[config.mk]
export PLATFORM = sky130hd
export DESIGN_NAME = hsp_port
export DESIGN_NICKNAME = d
export VERILOG_FILES = /design/src/rtl/hsp_pkg.sv /design/src/rtl/hsp_hold_if.sv /design/src/rtl/hsp_port.sv /design/src/rtl/hsp_sync.sv /design/src/rtl/hsp_holder.sv
export SDC_FILE = /design/constraint.sdc
export NUM_CORES = 1
export LEC_CHECK = 0
export BUFFER_PORTS_ARGS = -buffer_cell sky130_fd_sc_hd__buf_2
export CAP_MARGIN = 5
export CELL_PAD_IN_SITES_DETAIL_PLACEMENT = 1
export CELL_PAD_IN_SITES_GLOBAL_PLACEMENT = 1
export CORE_MARGIN = 4
export CORE_UTILIZATION = 44
export DETAILED_ROUTE_END_ITERATION = 16
export PLACE_DENSITY = 0.89
export SETUP_SLACK_MARGIN = 0.5
export SLEW_MARGIN = 20
export SYNTH_ARGS = -nofsm -noshare
export SYNTH_HDL_FRONTEND = slang
export SYNTH_SLANG_ARGS = --single-unit
[constraint.sdc]
create_clock -name CLK -period 2.79 [get_ports CLK]
set_clock_uncertainty 0.1 [all_clocks]
set_input_delay 0.4185 -clock CLK [delete_from_list [all_inputs] [get_ports CLK]]
set_output_delay 0.4185 -clock CLK [all_outputs]
set_load 0.01 [all_outputs]
[src/rtl/hsp_pkg.sv]
package hsp_pkg;

    localparam int QUAD_W = 32;
    localparam int BYTE_W = 8;
    localparam int LANE_W = 2;
    localparam int IDX_W = 6;
    localparam int NUM_LANES = 4;
    localparam int NUM_REGS = 64;
    localparam int NUM_RXQ = 2;
    localparam int NUM_TXQ = 2;
    localparam int SYNC_STAGES = 2;
    localparam int CTL_W = 3;

    // Register indices of the queue ports.
    localparam logic [IDX_W-1:0] RXQ_REQ_IDX = 6'h30;
    localparam logic [IDX_W-1:0] RXQ_RSP_IDX = 6'h31;
    localparam logic [IDX_W-1:0] TXQ_REQ_NEXT_IDX = 6'h32;
    localparam logic [IDX_W-1:0] TXQ_REQ_LAST_IDX = 6'h33;
    localparam logic [IDX_W-1:0] TXQ_RSP_NEXT_IDX = 6'h34;
    localparam logic [IDX_W-1:0] TXQ_RSP_LAST_IDX = 6'h35;

    localparam logic [QUAD_W-1:0] SHADOW_RST = 32'h0000_0000;
    localparam logic [IDX_W-1:0] IDX_RST = 6'h00;
    localparam logic [BYTE_W-1:0] BYTE_ZERO = 8'h00;

    typedef enum logic [3:0] {
        HSP_IDLE = 4'h1,
        HSP_FETCH = 4'h2,
        HSP_READ = 4'h4,
        HSP_WRITE = 4'h8
    } hsp_state_t;

endpackage

[src/rtl/hsp_hold_if.sv]
`timescale 1ns/10ps
`default_nettype none
interface hsp_hold_if #(parameter int W = 32);
    logic [W-1:0] data;
    logic last;
    logic valid;
    logic ready;
    modport src (output data, output last, output valid, input ready);
    modport dst (input data, input last, input valid, output ready);
endinterface // hsp_hold_if
`default_nettype wire

[src/rtl/hsp_port.sv]
// Operation
// [RL1] Internal register accesses are always whole 32-bit quadlets.
// [RL2] Low two address bits pick the read shadow byte combinationally.
// [RL3] Read with update copies the indexed register into the read shadow.
// [RL4] Read without update leaves the read shadow as it is.
// [RL5] Read shadow bytes may be read in any order, any number of times.
// [RL6] Each write stores one byte lane of the write shadow.
// [RL7] Write with update stores the byte, then copies the quadlet out.
// [RL8] Unwritten write shadow lanes keep old values and go out too.
// [RL9] Without update the register index lines are ignored.
// [RL10] Lane zero is the most significant byte; address is 4N plus lane.
// [RL11] Reading a receive queue index pops its oldest quadlet into the shadow.
// [RL12] Host fetches all four popped bytes before any other read.
// [RL13] Each transmit queue has a next index and a last index.
// [RL14] Update write to a transmit index appends the quadlet to the queue.
// [RL15] Queue access may lag; availability flags are shown to the host.
// [RL16] A transfer holder sits between host and queue storage.
// [RL17] A cycle starts when chip select and a strobe are both low.
// [RL18] Both strobes low under chip select gives a write cycle.
// [RL19] Host control lines are resynchronised to the core clock.
// [RL20] Host leaves more than two core clocks idle between accesses.
// [RL21] Interrupt request is an active-low open-drain output.
// [RL22] Nine address inputs, eight data lines, three active-low strobes.
// [RL23] Sixty-four quadlet register indices selected by six bits.
// [RL24] One pop or push per host cycle with update, however long.
`timescale 1ns/10ps
`default_nettype none
module hsp_port #(
    parameter int NRX = hsp_pkg::NUM_RXQ,
    parameter int NTX = hsp_pkg::NUM_TXQ
) (
    input wire logic CLK,
    input wire logic RST_B,
    // [RL22] host pin set
    input wire logic BYTE_LANE_SELECT_LOW,
    input wire logic BYTE_LANE_SELECT_HIGH,
    input wire logic [hsp_pkg::IDX_W-1:0] REGISTER_INDEX_LINES,
    input wire logic SHADOW_UPDATE_LINE,
    input wire logic HOST_READ_STROBE_N,
    input wire logic HOST_WRITE_STROBE_N,
    input wire logic HOST_CHIP_SELECT_N,
    input wire logic [hsp_pkg::BYTE_W-1:0] HOST_DATA_LINES_IN,
    output logic [hsp_pkg::BYTE_W-1:0] HOST_DATA_LINES_OUT,
    output logic HOST_DATA_LINES_OE,
    output logic HOST_INTERRUPT_REQUEST_N_OUT,
    output logic HOST_INTERRUPT_REQUEST_N_OE,
    input wire logic INT_PENDING,
    output logic [hsp_pkg::IDX_W-1:0] REG_INDEX,
    output logic [hsp_pkg::QUAD_W-1:0] REG_WDATA,
    output logic REG_WR,
    output logic REG_RD,
    input wire logic [hsp_pkg::QUAD_W-1:0] REG_RDATA,
    input wire logic [NRX-1:0][hsp_pkg::QUAD_W-1:0] RXQ_DATA,
    input wire logic [NRX-1:0] RXQ_VALID,
    output logic [NRX-1:0] RXQ_READY,
    output logic [NTX-1:0][hsp_pkg::QUAD_W-1:0] TXQ_DATA,
    output logic [NTX-1:0] TXQ_LAST,
    output logic [NTX-1:0] TXQ_VALID,
    input wire logic [NTX-1:0] TXQ_READY,
    output logic [NRX-1:0] RXQ_AVAIL,
    output logic [NTX-1:0] TXQ_AVAIL,
    output logic RXQ_READ_ERR,
    output logic TXQ_WRITE_ERR
);
    localparam int QW = hsp_pkg::QUAD_W;
    localparam int BW = hsp_pkg::BYTE_W;
    localparam int LW = hsp_pkg::LANE_W;
    localparam int IW = hsp_pkg::IDX_W;

    typedef struct packed {
        hsp_pkg::hsp_state_t st;
        logic [QW-1:0] rshadow;
        logic [QW-1:0] wshadow;
        logic [IW-1:0] idx;
        logic [QW-1:0] wdata;
        logic wr;
        logic rd;
        logic rx_err;
        logic tx_err;
    } hsp_port_t;

    hsp_port_t s;
    hsp_port_t next_s;

    // Byte lane extraction, lane zero being the most significant byte.
    function automatic logic [BW-1:0] lane_pick(
        input logic [QW-1:0] q,
        input logic [LW-1:0] lane
    );
        logic [BW-1:0] r;
        r = hsp_pkg::BYTE_ZERO;
        for (int k = 0; k < hsp_pkg::NUM_LANES; k++) begin
            if (lane == LW'(k)) begin
                r = q[QW-1-k*BW -: BW];
            end
        end
        return r;
    endfunction

    // Replaces one byte lane of a quadlet and keeps the others.
    function automatic logic [QW-1:0] lane_merge(
        input logic [QW-1:0] q,
        input logic [LW-1:0] lane,
        input logic [BW-1:0] b
    );
        logic [QW-1:0] r;
        r = q;
        for (int k = 0; k < hsp_pkg::NUM_LANES; k++) begin
            if (lane == LW'(k)) begin
                r[QW-1-k*BW -: BW] = b;
            end
        end
        return r;
    endfunction

    // Register index of receive queue q.
    function automatic logic [IW-1:0] rx_index(input int q);
        logic [IW-1:0] r;
        r = (q == 0) ? hsp_pkg::RXQ_REQ_IDX : hsp_pkg::RXQ_RSP_IDX;
        return r;
    endfunction

    // Register index of a next or last slot of transmit queue q.
    function automatic logic [IW-1:0] tx_index(input int q, input logic last);
        logic [IW-1:0] r;
        if (q == 0) begin
            r = last ? hsp_pkg::TXQ_REQ_LAST_IDX : hsp_pkg::TXQ_REQ_NEXT_IDX;
        end else begin
            r = last ? hsp_pkg::TXQ_RSP_LAST_IDX : hsp_pkg::TXQ_RSP_NEXT_IDX;
        end
        return r;
    endfunction

    // Two flops keep a strobe edge near CLK away from the state machine.
    // [RL19] control line resync
    logic [hsp_pkg::CTL_W-1:0] ctl_sync;
    logic cs_n_s;
    logic rd_n_s;
    logic wr_n_s;
    hsp_sync #(
        .W(hsp_pkg::CTL_W),
        .RST_VAL('1)
    ) u_sync (
        .clk(CLK),
        .rst_b(RST_B),
        .d({HOST_CHIP_SELECT_N, HOST_READ_STROBE_N, HOST_WRITE_STROBE_N}),
        .q(ctl_sync)
    );
    assign {cs_n_s, rd_n_s, wr_n_s} = ctl_sync;

    logic cs_act;
    logic rd_act;
    logic wr_act;
    logic any_act;
    // [RL17] cycle start condition
    assign cs_act = !cs_n_s;
    // [RL18] write wins over read
    assign wr_act = cs_act && !wr_n_s;
    assign rd_act = cs_act && !rd_n_s && wr_n_s;
    assign any_act = wr_act || rd_act;

    logic [LW-1:0] lane;
    // [RL10] lane from low address bits
    assign lane = {BYTE_LANE_SELECT_HIGH, BYTE_LANE_SELECT_LOW};

    // Status and handshakes between the holders and the state machine.
    logic [NRX-1:0] rx_avail;
    logic [NRX-1:0] rx_pop;
    logic [NRX-1:0][QW-1:0] rx_head;
    logic [NRX-1:0] rx_hit;
    logic [NTX-1:0] tx_room;
    logic [NTX-1:0] tx_push;
    logic [NTX-1:0] tx_hit;
    logic [NTX-1:0] tx_is_last;
    logic [QW-1:0] merged;

    // [RL16] receive transfer holders
    genvar gi;
    generate
        for (gi = 0; gi < NRX; gi++) begin : gen_rx
            hsp_hold_if #(.W(QW)) up_if ();
            hsp_hold_if #(.W(QW)) dn_if ();
            assign up_if.data = RXQ_DATA[gi];
            assign up_if.last = 1'b0;
            assign up_if.valid = RXQ_VALID[gi];
            assign RXQ_READY[gi] = up_if.ready;
            assign rx_avail[gi] = dn_if.valid;
            assign rx_head[gi] = dn_if.data;
            assign dn_if.ready = rx_pop[gi];
            // [RL11] one index per receive queue
            assign rx_hit[gi] = (REGISTER_INDEX_LINES == rx_index(gi));
            hsp_holder #(.W(QW)) u_hold (
                .clk(CLK),
                .rst_b(RST_B),
                .up(up_if),
                .dn(dn_if)
            );
        end
        // [RL16] transmit transfer holders
        for (gi = 0; gi < NTX; gi++) begin : gen_tx
            hsp_hold_if #(.W(QW)) up_if ();
            hsp_hold_if #(.W(QW)) dn_if ();
            // [RL13] next and last indices
            assign tx_is_last[gi] = (REGISTER_INDEX_LINES == tx_index(gi, 1'b1));
            assign tx_hit[gi] = tx_is_last[gi]
                || (REGISTER_INDEX_LINES == tx_index(gi, 1'b0));
            assign up_if.data = merged;
            assign up_if.last = tx_is_last[gi];
            assign up_if.valid = tx_push[gi];
            assign tx_room[gi] = up_if.ready;
            assign TXQ_DATA[gi] = dn_if.data;
            assign TXQ_LAST[gi] = dn_if.last;
            assign TXQ_VALID[gi] = dn_if.valid;
            assign dn_if.ready = TXQ_READY[gi];
            hsp_holder #(.W(QW)) u_hold (
                .clk(CLK),
                .rst_b(RST_B),
                .up(up_if),
                .dn(dn_if)
            );
        end
    endgenerate

    // [RL6] single lane write
    // [RL8] other lanes kept
    assign merged = lane_merge(s.wshadow, lane, HOST_DATA_LINES_IN);

    always_comb begin
        next_s = s;
        next_s.wr = 1'b0;
        next_s.rd = 1'b0;
        next_s.rx_err = 1'b0;
        next_s.tx_err = 1'b0;
        rx_pop = '0;
        tx_push = '0;
        unique case (s.st)
            hsp_pkg::HSP_IDLE: begin
                // [RL24] act once at cycle start
                if (wr_act) begin
                    next_s.st = hsp_pkg::HSP_WRITE;
                    // The byte lands even when the quadlet goes to a queue.
                    next_s.wshadow = merged;
                    // [RL9] index used only with update
                    if (SHADOW_UPDATE_LINE) begin
                        if (|tx_hit) begin
                            // [RL14] append to transmit queue
                            tx_push = tx_hit & tx_room;
                            // A push into a full holder is flagged and dropped.
                            next_s.tx_err = |(tx_hit & ~tx_room);
                        end else begin
                            // [RL7] whole quadlet out
                            next_s.wr = 1'b1;
                            next_s.idx = REGISTER_INDEX_LINES;
                            next_s.wdata = merged;
                        end
                    end
                end else if (rd_act) begin
                    next_s.st = hsp_pkg::HSP_READ;
                    // [RL4] no update keeps shadow
                    if (SHADOW_UPDATE_LINE) begin
                        if (|rx_hit) begin
                            // [RL11] pop head into shadow
                            rx_pop = rx_hit & rx_avail;
                            next_s.rx_err = |(rx_hit & ~rx_avail);
                            for (int q = 0; q < NRX; q++) begin
                                if (rx_pop[q]) begin
                                    next_s.rshadow = rx_head[q];
                                end
                            end
                        end else begin
                            // [RL3] snapshot request
                            next_s.st = hsp_pkg::HSP_FETCH;
                            next_s.rd = 1'b1;
                            next_s.idx = REGISTER_INDEX_LINES;
                        end
                    end
                end
            end
            hsp_pkg::HSP_FETCH: begin
                // REG_RDATA is valid while REG_RD is high.
                // [RL1] whole quadlet snapshot
                next_s.rshadow = REG_RDATA;
                next_s.st = hsp_pkg::HSP_READ;
            end
            hsp_pkg::HSP_READ: begin
                // Wait for the strobes to drop, so one cycle acts once.
                if (!any_act) begin
                    next_s.st = hsp_pkg::HSP_IDLE;
                end
            end
            hsp_pkg::HSP_WRITE: begin
                if (!any_act) begin
                    next_s.st = hsp_pkg::HSP_IDLE;
                end
            end
            default: begin
                // Illegal one-hot codes fall back to idle.
                next_s.st = hsp_pkg::HSP_IDLE;
            end
        endcase
    end

    always_ff @(posedge CLK or negedge RST_B) begin
        if (!RST_B) begin
            s.st <= hsp_pkg::HSP_IDLE;
            s.rshadow <= hsp_pkg::SHADOW_RST;
            s.wshadow <= hsp_pkg::SHADOW_RST;
            s.idx <= hsp_pkg::IDX_RST;
            s.wdata <= hsp_pkg::SHADOW_RST;
            s.wr <= 1'b0;
            s.rd <= 1'b0;
            s.rx_err <= 1'b0;
            s.tx_err <= 1'b0;
        end else begin
            s <= next_s;
        end
    end

    // [RL2] combinational byte select
    // [RL5] lane changes never disturb the shadow
    assign HOST_DATA_LINES_OUT = lane_pick(s.rshadow, lane);
    // The enable follows the raw pins so the bus turns at once.
    assign HOST_DATA_LINES_OE = !HOST_CHIP_SELECT_N && !HOST_READ_STROBE_N
        && HOST_WRITE_STROBE_N;

    // The pin is only pulled low; a board pull-up gives the high level.
    // [RL21] open-drain request
    assign HOST_INTERRUPT_REQUEST_N_OUT = 1'b0;
    assign HOST_INTERRUPT_REQUEST_N_OE = INT_PENDING;

    // [RL23] six-bit register index
    assign REG_INDEX = s.idx;
    assign REG_WDATA = s.wdata;
    assign REG_WR = s.wr;
    assign REG_RD = s.rd;

    // [RL15] availability flags
    assign RXQ_AVAIL = rx_avail;
    assign TXQ_AVAIL = tx_room;
    assign RXQ_READ_ERR = s.rx_err;
    assign TXQ_WRITE_ERR = s.tx_err;
endmodule // hsp_port
`default_nettype wire

[src/rtl/hsp_sync.sv]
`timescale 1ns/10ps
`default_nettype none
module hsp_sync #(
    parameter int W = 3,
    parameter logic [W-1:0] RST_VAL = '1
) (
    input wire logic clk,
    input wire logic rst_b,
    input wire logic [W-1:0] d,
    output logic [W-1:0] q
);
    typedef struct packed {
        logic [W-1:0] meta;
        logic [W-1:0] stable;
    } hsp_sync_t;

    hsp_sync_t s;
    hsp_sync_t next_s;

    always_comb begin
        next_s.meta = d;
        next_s.stable = s.meta;
    end

    always_ff @(posedge clk or negedge rst_b) begin
        if (!rst_b) begin
            s <= {RST_VAL, RST_VAL};
        end else begin
            s <= next_s;
        end
    end

    assign q = s.stable;
endmodule // hsp_sync
`default_nettype wire

[src/rtl/hsp_holder.sv]
`timescale 1ns/10ps
`default_nettype none
// One-quadlet transfer holder between host logic and queue storage.
module hsp_holder #(parameter int W = 32) (
    input wire logic clk,
    input wire logic rst_b,
    hsp_hold_if.dst up,
    hsp_hold_if.src dn
);
    typedef struct packed {
        logic full;
        logic last;
        logic [W-1:0] data;
    } hsp_holder_t;

    hsp_holder_t s;
    hsp_holder_t next_s;

    always_comb begin
        next_s = s;
        if (s.full && dn.ready) begin
            next_s.full = 1'b0;
        end
        if (up.valid && !s.full) begin
            next_s.full = 1'b1;
            next_s.last = up.last;
            next_s.data = up.data;
        end
    end

    always_ff @(posedge clk or negedge rst_b) begin
        if (!rst_b) begin
            s <= '0;
        end else begin
            s <= next_s;
        end
    end

    assign up.ready = !s.full;
    assign dn.valid = s.full;
    assign dn.data = s.data;
    assign dn.last = s.last;
endmodule // hsp_holder
`default_nettype wire

==> impl_metrics.tcl <==
set metrics [dict create \
    die_y_um 169 \
    start_kind "register" \
    hpwl_um 23000 \
    syn_area_um2 11400 \
    fmax_ghz 0.416 \
    synth_edf_count 0 \
    crit_type "reg -> reg" \
    yosysMostFrequentCell "dfrtp_1" \
    initial_core_util_pct 45.1 \
    overflow 0 \
    synth.distinct_cells 51 \
    layout-drive-gt1-share_pct 54.0 \
    cts_buffer_depth 3 \
    rsz0062_at_grt "true" \
    power.density_nw_per_um2 890 \
    wl_um 34600 \
    grt_max_degree 87 \
    tns_ns 0 \
    yosys.area.top_type "dfrtp_1" \
    synth_common_cells "dfrtp_1 (243), mux2_2 (214), o21ai_0 (68)" \
    antenna_found_initial 1 \
    async_flop_share_pct 100 \
    hold_viol 0 \
    reg2regPathDepth 7 \
    leakagePower_nw 6.72 \
    htree_levels 1 \
    critPathCapture "gen_tx[0].u_hold.dn.data[11]$_DFFE_PN0P_" \
    track_usage_pct 22.7 \
    status "finished clean" \
    placed_area_um2 12700 \
    gp_congestion 0.827 \
    synth_seq_cells 250 \
    top_level_ports 250 \
    cts_made_buffers 28 \
    clk_pin_slew_worst_paths_ns 0.06 \
    routed_via_density 5.64 \
    r2r_slack_ns 0.39 \
    clock_latency_ns 0.53 \
    drv_cap 0 \
    avgSynthCellArea_um2 13.1 \
    area_growth_pct 23.9 \
    crit_arrival_ns 2.72 \
    worst-path-max-fanout 9 \
    firstDrtPassIters 5 \
    cts_root_buf "clkbuf_16" \
    cts_tree "done" \
    die_x_um 169 \
    worst_ir_drop_vdd_v 0.000436 \
    startpoint "s[106]$_DFFE_PN1P_" \
    yosys_warnings 0 \
    crit_chain "nor4b_4 -> nand4_4 -> buf_6 -> nor4b_4 -> buf_6 -> buf_12 -> mux2_2" \
    finalCriticalPeriod_ns 2.40 \
    num-nets-final 1218 \
    min_period_over_period_pct 86.2 \
    die_area_um2 28600 \
    cp.required_ns 3.10 \
    core_um2 25300 \
    row_count 58 \
    critPathSlowestCell "dfstp_2" \
    reg2reg_from "s[106]$_DFFE_PN1P_" \
    grt_pass1_vias 8764 \
    detail_route.iter0.violations 434 \
    crit_path_end_kind "register" \
    synth_ff_type "dfrtp_1" \
    hold_path.class "in -> reg" \
    worstMarginPinSlew_ns 0.691 \
    io_buffer_count 246 \
    cts_sinks 250 \
    synth-seq-area-share_pct 54.8 \
    drv_slew 0 \
    slew_headroom_pct 53.9 \
    synthCells 869 \
    grt_pass1_wl_um 51400 \
    r2r-end "gen_tx[0].u_hold.dn.data[11]$_DFFE_PN0P_" \
    setup_viol 0 \
    syn-num-nets 992 \
    drc 0 \
    ant_nets 0 \
    fin_area_um2 14200 \
    wl_per_cell_um 23.9 \
    dp_slack_ns 0.364 \
    cpPeakStageDelay_ns 0.55 \
    netlist_top_cells_area "dfrtp_1 (53%), mux2_2 (21%), buf_4 (3.4%)" \
    holdWs_ns 0.0212 \
    num_vias 8159 \
    fin_ws_ns 0.385 \
    yosys.area.top_type_share_pct 53.2 \
]
## layout make-up
class                   count  area, um^2
diodes                      1        2.50
inverters                   9        33.8
flip-flops and latches    250        6270
fillers                  2567       11200
clock inverters             7        38.8
repair buffers            306        1920
multi-input cells         500        4650
well taps                 330         413
clock buffers              44         822
## routing by layer
metal / GRT usage, % / part of all wire [%] / up-vias
met2: 39.4 / 51 / 271
met1: 29.0 / 40 / 4260
met3: 3.24 / 5.0 / 87
met5: 0 / 0 / -
met4: 8.61 / 4.4 / 0
li1: - / - / 3541
## kinds of logic after synthesis
kind of cell / Yosys count / synth area share [%]
other cells: 1 / 0.0328
xor+xnor: 2 / 0.153
mux: 242 / 25.2
buf+inv: 119 / 6.27
compound gates: 146 / 7.90
flops: 250 / 54.8
simple gates: 109 / 5.64
## what timing repair did
| action | in CTS | in global routing |
|---|---|---|
| endpoints found under the setup margin | 138 | 140 |
| pin swaps | 4 | 6 |
| hold buffers | 10 | 1 |
| endpoints found under the hold margin | 87 | 1 |
| gates cloned | 1 | 5 |
| buffers inserted | 7 | 10 |
| resized for setup | 7 | 68 |
## state kept, by name (all words and copies together) (netlist names)
register,count
REG_INDEX,6
REG_RD,1
REG_WDATA,32
REG_WR,1
RXQ_READ_ERR,1
TXQ_WRITE_ERR,1
gen_rx.u_hold.dn.data,64
gen_rx.u_hold.dn.valid,2
gen_tx.u_hold.dn.data,64
gen_tx.u_hold.dn.last,2
gen_tx.u_hold.dn.valid,2
s,68
u_sync.next_s,3
u_sync.q,3
## power by group
group,total (mW),leakage [nW],internal (mW),switching [mW]
sequential,5.65,3.10,4.89,0.761
combinational,3.49,3.19,1.89,1.61
clock,3.45,0.427,2.01,1.44
## worst min-delay path by stage
stage,start,to,slack (ns),depth (start not counted)
after floorplan,RST_B,REG_INDEX[0]$_DFFE_PN0P_,0.02,0
after global placement,u_sync.next_s[2]$_DFF_PN1_,u_sync.q[2]$_DFF_PN1_,0.25,0
after CTS,RXQ_DATA[6],gen_rx[0].u_hold.dn.data[6]$_DFFE_PN0P_,0.0006,2
after detailed placement,u_sync.next_s[1]$_DFF_PN1_,u_sync.q[1]$_DFF_PN1_,0.25,0
final,RXQ_DATA[53],gen_rx[1].u_hold.dn.data[21]$_DFFE_PN0P_,0.02,2
after global routing,RXQ_DATA[13],gen_rx[0].u_hold.dn.data[13]$_DFFE_PN0P_,0.003,2
## worst max-delay path, delay by kind of cell, from the launching register on
family / cells / cell delay (ns)
and+or+nand+nor: 3 / 0.79
DFF: 1 / 0.55
buffers and inverters: 3 / 0.49
muxes: 1 / 0.35
## cell usage in the layout, fill, tap and decap left out, drive strengths merged, types with 7 or more instances in the layout
master and instances:
dlygate4sd3 11, inv 10, o22a 32, nor2 36, dfstp 7, dfrtp 243
nand3 33, o21ai 68, a21oi 34, buf 291, mux4 8, clkbuf 48
nand2 7, mux2 234
## through the flow
stage / std cells / utilization [%] / total power [mW]
CTS: 1430 / 54.2 / 12.6
detailed placement: 1361 / 50.0 / 9.05
finish: 1447 / 55.9 / 12.6
floorplan: 869 / - / 8.00
global placement: 1361 / 50.0 / 8.76
global route: 1447 / 55.9 / 13.3
(Power assumes the default switching activity.)
